## src/common/supply_integrity_pkg.sv

```systemverilog
package supply_integrity_pkg;

	// ---------------------------------------------------------------
	// register map
	// ---------------------------------------------------------------
	localparam int APB_AW = 8;
	localparam logic [APB_AW-1:0] CTRL_STATUS_ADDR = 8'h00;
	localparam logic [7:0] CTRL_STATUS_RESET = 8'h00;

	// field positions inside the control/status byte
	localparam int BIT_SRC_SEL = 7;
	localparam int BIT_IRQ_EN = 6;
	localparam int BIT_AUX_FLAG = 5;
	localparam int BIT_LSR_FLAG = 4;
	localparam int BIT_WDG_FLAG = 0;

	// ---------------------------------------------------------------
	// timing: post-reset delay in cpu clock cycles
	// ---------------------------------------------------------------
	localparam int CNT_W = 13;
	localparam logic [CNT_W-1:0] DELAY_SHORT_CYC = 13'h0100;
	localparam logic [CNT_W-1:0] DELAY_LONG_CYC = 13'h1000;

	// threshold encodings of the low-supply detector
	localparam logic [1:0] LEVEL_LOW = 2'h0;
	localparam logic [1:0] LEVEL_MEDIUM = 2'h1;
	localparam logic [1:0] LEVEL_HIGH = 2'h2;

	// ---------------------------------------------------------------
	// types
	// ---------------------------------------------------------------
	typedef enum {RST_ACTIVE, RST_DELAY, RST_RUN} seq_state_t;

	typedef struct packed {
		logic lsd_enable;
		logic [1:0] lsd_level;
		logic long_delay;
	} option_cfg_t;

	typedef struct packed {
		logic psel;
		logic penable;
		logic pwrite;
		logic [APB_AW-1:0] paddr;
		logic [31:0] pwdata;
	} apb_req_t;

	typedef struct packed {
		logic [31:0] prdata;
		logic pready;
		logic pslverr;
	} apb_rsp_t;

endpackage : supply_integrity_pkg

```

## src/supply_integrity_monitor.sv

```systemverilog
`timescale 1ns/1ps

module supply_integrity_monitor
	import supply_integrity_pkg::*;
#(
	parameter logic [CNT_W-1:0] SHORT_DELAY = DELAY_SHORT_CYC,
	parameter logic [CNT_W-1:0] LONG_DELAY = DELAY_LONG_CYC
) (
	input wire logic clk, // cpu clock
	input wire logic ce, // clock enable, freezes all state
	input wire logic sys_rst, // power-on reset, active high
	input wire apb_req_t apb_req, // apb request from master
	output apb_rsp_t apb_rsp, // apb answer
	input wire option_cfg_t cfg, // non-volatile option settings
	input wire logic lsd_below_raw, // supply comparator, async
	input wire logic aux_below_raw, // aux comparator, async
	input wire logic wdg_reset_req, // watchdog underflow, same clock
	input wire logic rst_pin_in, // reset pin level, async
	output logic rst_pin_out, // reset pin drive value
	output logic rst_pin_oe, // reset pin drive enable
	output logic chip_reset, // holds the chip in reset
	output logic [1:0] lsd_level, // threshold to the comparator
	output logic aux_src_sel, // aux source to the comparator
	input wire logic halt_mode, // cpu in halt
	input wire logic isr_ack, // cpu enters aux service routine
	input wire logic cpu_irq_mask, // cpu interrupt mask set
	output logic aux_irq, // request to the cpu
	output logic aux_wake // wake request out of wait
);

	// ---------------------------------------------------------------
	// declarations
	// ---------------------------------------------------------------
	logic [2:0] sync1_ff;
	logic [2:0] sync2_ff;
	logic [2:0] oe_hist_ff;
	seq_state_t state_ff;
	seq_state_t nxt_state;
	logic [CNT_W-1:0] cnt_ff;
	logic [CNT_W-1:0] nxt_cnt;
	logic src_ff;
	logic ie_ff;
	logic aux_flag_ff;
	logic lsr_flag_ff;
	logic wdg_flag_ff;
	logic pend_ff;
	logic nxt_src;
	logic nxt_ie;
	logic nxt_aux_flag;
	logic nxt_lsr;
	logic nxt_wdg;
	logic nxt_pend;
	apb_rsp_t rsp_ff;
	apb_rsp_t nxt_rsp;
	logic pin_oe_ff;
	logic pin_out_ff;
	logic chip_rst_ff;
	logic [1:0] level_ff;
	logic irq_ff;
	logic wake_ff;

	// ---------------------------------------------------------------
	// synchroniser for comparator and pin inputs
	// ---------------------------------------------------------------

	// bit 0 supply, bit 1 aux, bit 2 reset pin
	always_ff @(posedge clk or posedge sys_rst) begin
		if (sys_rst) begin
			sync1_ff <= 3'h4;
			sync2_ff <= 3'h4;
		end else if (ce) begin
			sync1_ff <= {rst_pin_in, aux_below_raw, lsd_below_raw};
			sync2_ff <= sync1_ff;
		end
	end

	// ---------------------------------------------------------------
	// reset sources
	// ---------------------------------------------------------------

	// detector off means its comparator is ignored
	wire lsd_en = cfg.lsd_enable;
	wire lsd_low = sync2_ff[0] & lsd_en;
	wire aux_low = sync2_ff[1] & lsd_en;

	// our own pin drive reads back low; ignore it until it settles
	wire own_drive = |oe_hist_ff;
	wire pin_low = ~sync2_ff[2] & ~own_drive;
	wire any_src = lsd_low | wdg_reset_req | pin_low;
	wire in_rst = (state_ff != RST_RUN);

	// delay length picked by the option setting
	wire [CNT_W-1:0] delay_len = cfg.long_delay ? LONG_DELAY : SHORT_DELAY;

	// ---------------------------------------------------------------
	// reset sequence: active phase, delay, run
	// ---------------------------------------------------------------

	// any live source restarts the active phase
	always_comb begin
		nxt_state = state_ff;
		nxt_cnt = cnt_ff;
		if (any_src) begin
			nxt_state = RST_ACTIVE;
		end else begin
			unique case (state_ff)
				RST_ACTIVE: begin
					nxt_state = RST_DELAY;
					nxt_cnt = delay_len - 13'h0001;
				end
				RST_DELAY: begin
					if (cnt_ff == '0) begin
						nxt_state = RST_RUN;
					end else begin
						nxt_cnt = cnt_ff - 13'h0001;
					end
				end
				RST_RUN: begin
					nxt_state = RST_RUN;
				end
			endcase
		end
	end

	// sequencer state, runs even in halt so a reset exits it
	always_ff @(posedge clk or posedge sys_rst) begin
		if (sys_rst) begin
			state_ff <= RST_ACTIVE;
			cnt_ff <= '0;
		end else if (ce) begin
			state_ff <= nxt_state;
			cnt_ff <= nxt_cnt;
		end
	end

	// ---------------------------------------------------------------
	// apb decode
	// ---------------------------------------------------------------
	wire acc = apb_req.psel & apb_req.penable;
	wire hit = (apb_req.paddr == CTRL_STATUS_ADDR);
	wire wr_done = acc & rsp_ff.pready & apb_req.pwrite & hit;

	// halt freezes the register against writes
	wire wr_ok = wr_done & ~halt_mode & ~in_rst;
	wire [7:0] wdat = apb_req.pwdata[7:0];
	wire upd = ~halt_mode;

	// ---------------------------------------------------------------
	// control bits
	// ---------------------------------------------------------------

	// software read/write bits, cleared by any chip reset
	assign nxt_src = in_rst ? 1'b0 : (wr_ok ? wdat[BIT_SRC_SEL] : src_ff);
	assign nxt_ie = in_rst ? 1'b0 : (wr_ok ? wdat[BIT_IRQ_EN] : ie_ff);

	// ---------------------------------------------------------------
	// aux flag and request
	// ---------------------------------------------------------------

	// flag tracks comparator; bus writes never reach it
	assign nxt_aux_flag = upd ? aux_low : aux_flag_ff;
	wire aux_edge = upd & (aux_low != aux_flag_ff);

	// enabling raises one request whatever the flag value
	wire ie_set = wr_ok & wdat[BIT_IRQ_EN] & ~ie_ff;
	wire ev_ok = lsd_en & ~in_rst & upd;
	wire set_pend = ev_ok & ((aux_edge & ie_ff) | ie_set);

	// set beats the service-entry clear
	assign nxt_pend = in_rst ? 1'b0 :
		(set_pend ? 1'b1 : (isr_ack ? 1'b0 : pend_ff));

	// ---------------------------------------------------------------
	// reset source flags
	// ---------------------------------------------------------------
	// halt freezes the flags against software clears too
	wire wr_clr_lsr = wr_done & ~halt_mode & ~wdat[BIT_LSR_FLAG];
	wire wr_clr_wdg = wr_done & ~halt_mode & ~wdat[BIT_WDG_FLAG];

	// supply flag: only a write of zero or power-on clears it
	assign nxt_lsr = lsd_low ? 1'b1 : (wr_clr_lsr ? 1'b0 : lsr_flag_ff);

	// watchdog flag: supply reset wins, then set, then write
	assign nxt_wdg = lsd_low ? 1'b0 :
		(wdg_reset_req ? 1'b1 : (wr_clr_wdg ? 1'b0 : wdg_flag_ff));

	// register image, reserved bits read zero
	wire [7:0] reg_img = {src_ff, ie_ff, aux_flag_ff, lsr_flag_ff, 3'h0, wdg_flag_ff};

	// register storage
	always_ff @(posedge clk or posedge sys_rst) begin
		if (sys_rst) begin
			src_ff <= CTRL_STATUS_RESET[BIT_SRC_SEL];
			ie_ff <= CTRL_STATUS_RESET[BIT_IRQ_EN];
			aux_flag_ff <= CTRL_STATUS_RESET[BIT_AUX_FLAG];
			pend_ff <= 1'b0;
		end else if (ce) begin
			src_ff <= nxt_src;
			ie_ff <= nxt_ie;
			aux_flag_ff <= nxt_aux_flag;
			pend_ff <= nxt_pend;
		end
	end

	// flags survive pin and watchdog resets; a supply reset clears the watchdog flag; power-on clears both
	always_ff @(posedge clk or posedge sys_rst) begin
		if (sys_rst) begin
			lsr_flag_ff <= CTRL_STATUS_RESET[BIT_LSR_FLAG];
			wdg_flag_ff <= CTRL_STATUS_RESET[BIT_WDG_FLAG];
		end else if (ce) begin
			lsr_flag_ff <= nxt_lsr;
			wdg_flag_ff <= nxt_wdg;
		end
	end

	// ---------------------------------------------------------------
	// apb answer: ready on the second access cycle
	// ---------------------------------------------------------------
	always_comb begin
		nxt_rsp = '0;
		if (acc & ~rsp_ff.pready) begin
			nxt_rsp.pready = 1'b1;
			nxt_rsp.pslverr = ~hit;
			if (hit & ~apb_req.pwrite) begin
				nxt_rsp.prdata = {24'h000000, reg_img};
			end
		end
	end

	// answer register
	always_ff @(posedge clk or posedge sys_rst) begin
		if (sys_rst) begin
			rsp_ff <= '0;
		end else if (ce) begin
			rsp_ff <= nxt_rsp;
		end
	end

	// ---------------------------------------------------------------
	// registered outputs
	// ---------------------------------------------------------------

	// pin and chip reset follow the next sequencer state
	always_ff @(posedge clk or posedge sys_rst) begin
		if (sys_rst) begin
			pin_oe_ff <= 1'b1;
			pin_out_ff <= 1'b0;
			chip_rst_ff <= 1'b1;
			oe_hist_ff <= 3'h7;
		end else if (ce) begin
			pin_oe_ff <= (nxt_state != RST_RUN);
			pin_out_ff <= 1'b0;
			chip_rst_ff <= (nxt_state != RST_RUN);
			oe_hist_ff <= {oe_hist_ff[1:0], pin_oe_ff};
		end
	end

	// request gating and analog controls
	always_ff @(posedge clk or posedge sys_rst) begin
		if (sys_rst) begin
			irq_ff <= 1'b0;
			wake_ff <= 1'b0;
			level_ff <= LEVEL_LOW;
		end else if (ce) begin
			irq_ff <= nxt_pend & nxt_ie & ~cpu_irq_mask;
			wake_ff <= nxt_pend & nxt_ie & ~halt_mode;
			level_ff <= cfg.lsd_level;
		end
	end

	assign apb_rsp = rsp_ff;
	assign rst_pin_oe = pin_oe_ff;
	assign rst_pin_out = pin_out_ff;
	assign chip_reset = chip_rst_ff;
	assign lsd_level = level_ff;
	assign aux_src_sel = src_ff;
	assign aux_irq = irq_ff;
	assign aux_wake = wake_ff;
endmodule : supply_integrity_monitor

```

## config.mk

```make
export PLATFORM = sky130hd
export DESIGN_NAME = supply_integrity_monitor
export DESIGN_NICKNAME = d
export VERILOG_FILES = /design/src/common/supply_integrity_pkg.sv /design/src/supply_integrity_monitor.sv
export SDC_FILE = /design/constraint.sdc
export NUM_CORES = 1
export LEC_CHECK = 0
export BUFFER_PORTS_ARGS = -buffer_cell sky130_fd_sc_hd__buf_2
export CORE_UTILIZATION = 54
export CTS_BUF_LIST = sky130_fd_sc_hd__clkbuf_4
export DETAILED_ROUTE_END_ITERATION = 10
export PLACE_DENSITY = 0.92
export SETUP_SLACK_MARGIN = 0.4
export SYNTH_ARGS = -nofsm -noshare
export SYNTH_HDL_FRONTEND = slang
export SYNTH_SLANG_ARGS = --single-unit
```

## constraint.sdc

```tcl
create_clock -name clk -period 2.6 [get_ports clk]
set_input_delay 0.13 -clock clk [delete_from_list [all_inputs] [get_ports clk]]
set_output_delay 0.13 -clock clk [all_outputs]
set_load 0.02 [all_outputs]
```

### Word level (Yosys, flattened, before mapping)

Index checks and enable logic that the tools add are counted.

* logic and storage cells: 97
* bits of input ports: 57
* flip-flop bits (word level): 99
* output and inout port bits: 42

* reduce and logical (&&, ||, !) cells: 13
* bitwise operators: 38
* equal/unequal tests: 6
* muxes and demuxes: 20
* add/sub/neg operators: 2

Operators by type and width (number)
* $pmux W32 S3: 1
* $mux W32: 2
* $ne A32 B3 Y1 const B: 2
* $eq A32 B1 Y1 const B: 1
* $eq A32 B2 Y1 const B: 1
* $logic_not A32 Y1: 1
* $mux W13: 2
* $pmux W13 S2: 1
* $sub A13 B1 Y13 const B: 2
* $and A1 B1 Y1: 23
* $logic_not A13 Y1: 1
* $mux W1: 12
* $not A1 Y1: 12
* $mux W10: 1
* $logic_not A8 Y1: 1
* $mux W8: 1
* $reduce_and A2 Y1: 4
* $reduce_bool A2 Y1: 3
* $reduce_and A4 Y1: 1
* $or A1 B1 Y1: 3
* $reduce_bool A3 Y1: 1
* $reduce_or A3 Y1: 1
* $ne A2 B2 Y1 const B: 1
* $ne A1 B1 Y1: 1

### Depth between registers and ports, before layout

Gate-level depths: netlist of run 1.

* word-level depth: 14
* gate-level depth with buffers: 11
* depth with buffers taken out: 10

### Least setup slack after synthesis of run 1

Ideal clock, no wire load.

* path kind: register to register
* start: reg state_ff[5]
* end: reg cnt_ff[4]
* stages on the path, launching flop included: 11
* setup time: 99 ps
* clock period less this slack: 2448 ps
* required time: 2501 ps
* setup slack: 152 ps
* path buffers: 1
* arrival: 2348 ps
* cells stage by stage: dfrtp_1 nor4_1 nand4_1 nor3_1 nand2_1 ha_1 clkbuf_1 o211ai_1 nor4_1 and2_1 a311oi_1

* word-level cells in the longest chain between the ends: 3
* elaborated cells on any way between the ends: 6
* classes of those cells: eq/ne (2); mux (1); reduce/logical (3)

RTL lines
* start, declared: line supply_integrity_monitor.sv:37 `seq_state_t state_ff;`
* start signal, assigned: line supply_integrity_monitor.sv:131 `state_ff <= nxt_state;`
* $eq A32 B1 Y1 / $logic_not A32 Y1 (equally long branches): line supply_integrity_monitor.sv:106 `unique case (state_ff)`
* $ne A2 B2 Y1 (no source line) / $reduce_bool A2 Y1 (equally long branches)
* $reduce_and A4 Y1 (no source line)
* end signal, assigned: line supply_integrity_monitor.sv:132 `cnt_ff <= nxt_cnt;`
* end, declared: line supply_integrity_monitor.sv:39 `logic [CNT_W-1:0] cnt_ff;`

Parallel ways exist; a longest one is shown, timed or not.
A chain may end at the register's enable or synchronous reset.

### Final worst setup path of run 1

* start: reg state_ff[11]
* end: reg irq_ff, in the netlist aux_irq

* word-level cells in the longest chain between the ends: 11
* elaborated cells on any way between the ends: 15
* classes of those cells: eq/ne (1); mux (4); bitwise (10)

RTL lines
* $ne A32 B3 Y1 (*): line supply_integrity_monitor.sv:90 `wire in_rst = (state_ff != RST_RUN);`
* $not A1 Y1: line supply_integrity_monitor.sv:144, supply_integrity_monitor.sv:166
* $and A1 B1 Y1: line supply_integrity_monitor.sv:144 `wire wr_ok = wr_done & ~halt_mode & ~in_rst;`
* $and A1 B1 Y1 (2 in series): line supply_integrity_monitor.sv:165 `wire ie_set = wr_ok & wdat[BIT_IRQ_EN] & ~ie_ff;`
* $or A1 B1 Y1: line supply_integrity_monitor.sv:167 `wire set_pend = ev_ok & ((aux_edge & ie_ff) | ie_set);`
* $and A1 B1 Y1: line supply_integrity_monitor.sv:167
* $mux W1: line supply_integrity_monitor.sv:171 `(set_pend ? 1'b1 : (isr_ack ? 1'b0 : pend_ff));`
* $mux W1: line supply_integrity_monitor.sv:170 `assign nxt_pend = in_rst ? 1'b0 :`
* $and A1 B1 Y1 (*) (2 in series): line supply_integrity_monitor.sv:265 `irq_ff <= nxt_pend & nxt_ie & ~cpu_irq_mask;`
* end signal, assigned: line supply_integrity_monitor.sv:265
* end, declared: line supply_integrity_monitor.sv:59 `logic irq_ff;`

Mark *: on every way between the ends. The rest lies on a longest branch, timed or not.

==> results of run 1 <==
## placed cells by master, fill, tap and decap left out, drive strengths merged, types with 5 or more instances in the layout
| cell type | n |
|---|---|
| a22o | 5 |
| dlygate4sd3 | 12 |
| nand3 | 5 |
| nor2b | 32 |
| nor3 | 6 |
| dfrtp | 66 |
| nand2 | 25 |
| inv | 14 |
| buf | 70 |
| conb | 28 |
| nand4 | 5 |
| nor2 | 9 |
| nor4 | 17 |
| or3 | 5 |
| dfstp | 6 |
| o21ai | 16 |
| clkbuf | 9 |
| mux2 | 13 |
| a21oi | 21 |
## power by group through the flow
stage | Combinational (uW) | Clock (uW) | Sequential [uW]
floorplan | 339 | 0 | 1340
global placement | 382 | 0 | 1350
detailed placement | 400 | 0 | 1360
CTS | 474 | 648 | 1340
global route | 596 | 704 | 1370
finish | 547 | 649 | 1360
## synthesized netlist by cell type (2+ instances only)
master and n:
mux2_2 13, nand2b_1 3, a22o_1 5, or2_2 2, o21ai_0 15, nor2b_1 32, nand3_1 5, o31ai_1 3
nor3_1 6, inv_1 10, and2_1 2, xnor2_1 2, nand4_1 5, nor4_1 17, buf_4 30, a311oi_1 3
buf_2 2, or4_1 3, clkbuf_1 8, nand2_1 25, a31oi_1 2, o211ai_1 2, dfrtp_1 66, a21oi_1 21
a21o_1 2, nor2_1 9, or3_1 5, a22oi_1 2, dfstp_2 6
## how the worst max path moves through the flow
stage / from / end / cells after the start
floorplan: oe_hist_ff[0] / cnt_ff[7] / 7
global placement: state_ff[5] / cnt_ff[4] / 9
detailed placement: state_ff[5] / cnt_ff[4] / 9
CTS: state_ff[8] / cnt_ff[10] / 9
global route: state_ff[25] / cnt_ff[10] / 9
finish: state_ff[11] / aux_irq / 8
## cells by family (layout without fill, tap and decap cells)
kind of cell | Yosys count | in the layout | synth area share, %
XOR/XNOR | 2 | 2 | 0.517
AND/OR/NAND/NOR | 120 | 120 | 19.9
buffers and inverters | 52 | 109 | 9.24
adder cells (fa/ha/maj) | 1 | 1 | 0.369
multiplexers | 13 | 13 | 4.32
other | 1 | 28 | 0.111
AO/OA/AOI/OAI | 65 | 65 | 12.1
flip-flops | 72 | 72 | 53.4
## registers in the layout, summed over array words and instances (netlist names), 2 cells and up
register	count
lsd_level	2
sync1_ff	3
cnt_ff	13
sync2_ff	3
apb_rsp	7
state_ff	32
oe_hist_ff	3
## what timing repair did
item                                    CTS  global route
hold buffers                             12             0
endpoints found under the hold margin    47             0
pin swaps                                11            15
buffers inserted                         10             5
resized for setup                        15            35
gates cloned                              1             0
endpoints found under the setup margin   14            19
## critical path, cell delays in order, from the launching register on
cell	delay, ns
dfrtp_1	0.44
nor4_4	0.31
nand4_1	0.16
buf_6	0.17
buf_4	0.15
nor4_1	0.33
buf_4	0.23
o211ai_1	0.15
o31ai_1	0.36
## routing by layer
layer  vias to the layer above  wire length, um  GRT usage (%)  part of all wire, %
met5                         -                0              0                    0
met2                       190             4630           45.7                   51
li1                       1254                -              -                    -
met1                      1398             3430           32.9                   38
met3                        50              623           7.53                  6.8
met4                         0              418           13.6                  4.6
## cell type report
class,instances,area share [%]
clock buffer,9,1.59
clock inverter,7,1.30
tap,75,2.21
timing repair buffer,82,13.5
inverter,11,1.03
multi-input combinational,229,37.7
sequential,72,42.6
## stage by stage
step / total power, uW / setup slack [ns] / std cells / utilization (%)
global route: 2670 / 0.141 / 485 / 70.8
floorplan: 1670 / 0.320 / 353 / -
CTS: 2460 / 0.230 / 480 / 67.5
global placement: 1730 / 0.278 / 441 / 60.8
finish: 2560 / 0.186 / 485 / 70.8
detailed placement: 1760 / 0.183 / 441 / 60.8
==> results.json, run 1 <==
{
  "yosysWarningCount": 0,
  "min_from": "halt_mode",
  "hold_depth": 3,
  "cts.clk_slew.worst_paths_ns": 0.13,
  "grt_use_total_pct": 27.5,
  "tns_ns": 0,
  "cts_max_level": 3,
  "synth_async_sr_flop_share_pct": 100,
  "port_buffers": 42,
  "dp_hpwl_um": 4830,
  "setup_violations": 0,
  "synth_top_area_share_pct": 48.8,
  "drc": 0,
  "ys_seq_area_share_pct": 53.4,
  "min_path_type": "in2reg",
  "r2r_setup_slack_ns": 0.19,
  "critPathRequiredTime_ns": 2.90,
  "synthCells": 326,
  "start_kind": "register",
  "tritoncts": "yes",
  "vias_per_cell": 5.96,
  "final_nets": 463,
  "min_period_over_period_pct": 92.8,
  "syn-cell-area_um2": 3390,
  "seq_area_um2": 1810,
  "vias": 2892,
  "whs_endpoint": "aux_wake",
  "tightest_slew_ns": 0.778,
  "ant_nets": 0,
  "synthToLayoutAreaGrowth_pct": 25.3,
  "max_clock_freq_mhz": 414,
  "p_comb_share_pct": 21.4,
  "crit_fanout": 7,
  "clkLatencyLatePin_ns": 0.44,
  "finalHoldWorstSlack_ns": 0.0803,
  "coreArea_um2": 5990,
  "synthFlopType": "dfrtp_1",
  "rsz0062_at_grt": "true",
  "die-area_um2": 6590,
  "synth-edff-count": 0,
  "ys_ff_latch": 72,
  "fill_cells": 368,
  "fin_worst_skew_ns": 0.0252,
  "outcome": "complete, no violations",
  "clockRootBuffer": "clkbuf_4",
  "grt_pass1_vias": 2834,
  "r2r-start": "state_ff[11]",
  "antenna_cells": 0,
  "drv_cap": 0,
  "yosys.area.top_type": "dfrtp_1",
  "start_util_pct": 56.5,
  "worstRegToRegCells": 8,
  "multi_input_area_um2": 1600,
  "power.internal_uw": 1660,
  "cts.sinks": 72,
  "drive_above_1_share_pct": 34.6,
  "stdcell_area_um2": 4240,
  "pwr-share-seq_pct": 53.3,
  "ys_types": 49,
  "synthTopCellsByArea": "dfrtp_1 (49%), buf_4 (6.6%), nor2b_1 (5.9%)",
  "cts_buffer_depth": 2,
  "die_w_um": 81.2,
  "die-height_um": 81.2,
  "wl_um": 9100,
  "place_area_um2": 3640,
  "peakVddDrop_uv": 680,
  "drtPass1Iterations": 7,
  "antenna_found_initial": 0,
  "place.gp.congestion": 0.869,
  "first_iter_violations": 380,
  "swShare_pct": 35.0,
  "cp-end-kind": "register",
  "cp.arrival_ns": 2.71,
  "rows": 28,
  "grt_overflow_total": 0,
  "max_slew_margin_pct": 48.1,
  "r2r-end": "aux_irq",
  "powerDensity_nw_per_um2": 603,
  "leakagePower_uw": 0.00198,
  "final_max_slew_viol_count": 0,
  "period_needed_ns": 2.41,
  "switchingPower_uw": 895,
  "clkPwrFrac_pct": 25.4,
  "hold_viol_final": 0,
  "ios": 99,
  "grt_pass1_wl_um": 13200,
  "criticalPathCategory": "reg2reg",
  "synth_area_per_cell_um2": 10.4,
  "grt_max_degree": 54,
  "cts_buffers": 9,
  "wl_per_cell_um": 18.8
}
(Power assumes the default switching activity.)
==> run 2, diff against run 1 <==
==> constraint.sdc (replaced) <==
create_clock -name clk -period 2.6 [get_ports clk]
set_input_delay 0.26 -clock clk [delete_from_list [all_inputs] [get_ports clk]]
set_output_delay 0.26 -clock clk [all_outputs]
set_load 0.02 [all_outputs]
==> run 2 against run 1 <==
Against the previous run:
- first-iteration DRC count shrank 59%
- sequential power is essentially flat
- clock skew shrank 0.013 ns
- non-clock buffer count shrank 19
- via count shrank 8.8%
- combinational power shrank 12%
- setup slack gained 0.095 ns
- flip-flop and latch count is the same
- die area is the same
- power shrank 1.0%
- clock power grew 7.4%
- fmax grew 4.1%
==> results.json, run 2 (synthesis results as in run 1) <==
{
  "die-height_um": 81.2,
  "tns_ns": 0,
  "vias": 2637,
  "grt_overflow_total": 0,
  "layout_common_cells": "dfrtp_1 (66), buf_2 (42), nor2b_1 (32)",
  "min_period_over_period_pct": 89.2,
  "ant_nets": 0,
  "drtPass1Iterations": 4,
  "place_ws_ns": 0.229,
  "final_nets": 444,
  "largest_register_ffs": 32,
  "final_max_slew_viol_count": 0,
  "synthToLayoutAreaGrowth_pct": 18.1,
  "ios": 99,
  "wl_per_cell_um": 14.8,
  "coreArea_um2": 5990,
  "pwr-share-seq_pct": 53.4,
  "grt_use_total_pct": 22.9,
  "clkPwrFrac_pct": 27.5,
  "power.internal_uw": 1720,
  "fin_worst_skew_ns": 0.0121,
  "swShare_pct": 32.0,
  "cts_max_level": 3,
  "crit_start": "state_ff[5]",
  "r2r-start": "state_ff[5]",
  "setup_ws_ns": 0.281,
  "rsz0062_at_grt": "true",
  "outcome": "complete, no violations",
  "criticalPathCategory": "reg2reg",
  "drc": 0,
  "grt_max_degree": 54,
  "clkLatencyLatePin_ns": 0.42,
  "critPathRequiredTime_ns": 2.93,
  "cp.arrival_ns": 2.65,
  "drv_cap": 0,
  "period_needed_ns": 2.32,
  "p_comb_share_pct": 19.0,
  "min_path_type": "in2reg",
  "hold_viol_final": 0,
  "port_buffers": 42,
  "wl_um": 6900,
  "max_slew_margin_pct": 52.0,
  "finalHoldWorstSlack_ns": 0.0752,
  "antenna_found_initial": 0,
  "peakVddDrop_uv": 596,
  "antenna_cells": 0,
  "setup_violations": 0,
  "tightest_slew_ns": 0.719,
  "max_clock_freq_mhz": 431,
  "powerDensity_nw_per_um2": 633,
  "vias_per_cell": 5.66,
  "first_iter_violations": 157,
  "layout_commonest_cell": "dfrtp_1",
  "slowest_delay_ns": 0.42,
  "cp-end-kind": "register",
  "die-area_um2": 6590,
  "cts.clk_slew.worst_paths_ns": 0.12,
  "place.gp.congestion": 0.846,
  "slowest_stage": "dfrtp_1",
  "cts_buffer_depth": 2,
  "grt_pass1_wl_um": 11200,
  "min_from": "cfg[1]",
  "regMostFlops": "state_ff",
  "rows": 28,
  "path_cells": "nor4_2 > nand4_1 > nor3_2 > nand2_1 > ha_4 > o211ai_1 > nor4_4 > and2_4 > a311oi_2",
  "start_util_pct": 56.5,
  "crit_fanout": 7,
  "cts.sinks": 72,
  "clockRootBuffer": "clkbuf_4",
  "switchingPower_uw": 809,
  "start_kind": "register",
  "grt_pass1_vias": 2393,
  "leakagePower_uw": 0.00188,
  "drive_above_1_share_pct": 32.7,
  "dp_hpwl_um": 4570,
  "tritoncts": "yes",
  "die_w_um": 81.2,
  "cts_buffers": 9
}
==> run 2: changes by cell type in the layout (fill, tap and decap cells not counted), moves of 3 or more <==
cell	previous run	this run
nand2_1	21	25
buf_6	9	1
nor4_4	8	2
o21ai_1	3	0
nor4_2	2	9
nand2_2	4	0
dlygate4sd3_1	12	2
==> run 2: power by group through the flow <==
stage                     sequential (uW)  combinational [uW]  clock (uW)
after global routing                 1370                 534         748
final                                1350                 482         697
after global placement               1350                 397           0
after CTS                            1340                 439         706
after floorplan                      1340                 339           0
after detailed placement             1360                 411           0
==> run 2: path summary, 6_finish.rpt <==
check,to,slack (ns),cells after the start
max,cnt_ff[10],0.28,9
min,lsd_level[0],0.08,2
max reg2reg,cnt_ff[10],0.28,9
min reg2reg,aux_irq,0.49,2
max in group asynchronous,oe_hist_ff[2],1.40,4
min in group asynchronous,state_ff[3],0.49,3
==> run 2: area by class of cell <==
class	instances	area, um2
Clock buffer	9	67.6
Clock inverter	7	70.1
Fill cell	413	1990
Inverter	11	43.8
Multi-Input combinational cell	229	1530
Sequential cell	72	1810
Tap cell	75	93.8
Timing Repair Buffer	63	389
==> run 2: repair_timing <==
item                                   CTS  global route
endpoints found under the hold margin   35             0
pin swaps                                5            10
setup endpoints to repair               13            14
gates resized for setup                 12            13
setup buffers                            3             1
hold buffers                             2             0
==> run 2: critical path, delay by kind of cell (launching register included) <==
kind	cells	cell delay [ns]
AOI/OAI and AO/OA	2	0.36
adders and majority gates	1	0.21
DFF	1	0.42
and+or+nand+nor	6	1.23
==> run 2: layer usage <==
metal  global-route usage, %  vias up  share of wire, %
met5                       0        -                 0
met2                    35.7      103                49
met4                    10.7        0               2.9
met3                    6.63       20               5.6
li1                        -     1229                 -
met1                    29.5     1285                43
==> run 2: stage by stage <==
stage                     total power [uW]  instances  util (%)  instance area [um2]
after floorplan                       1670        353         -                 3520
after global placement                1740        444      61.3                 3670
after detailed placement              1770        444      61.3                 3670
after CTS                             2490        465      65.5                 3930
after global routing                  2650        466      66.8                 4000
final                                 2530        466      66.8                 4000
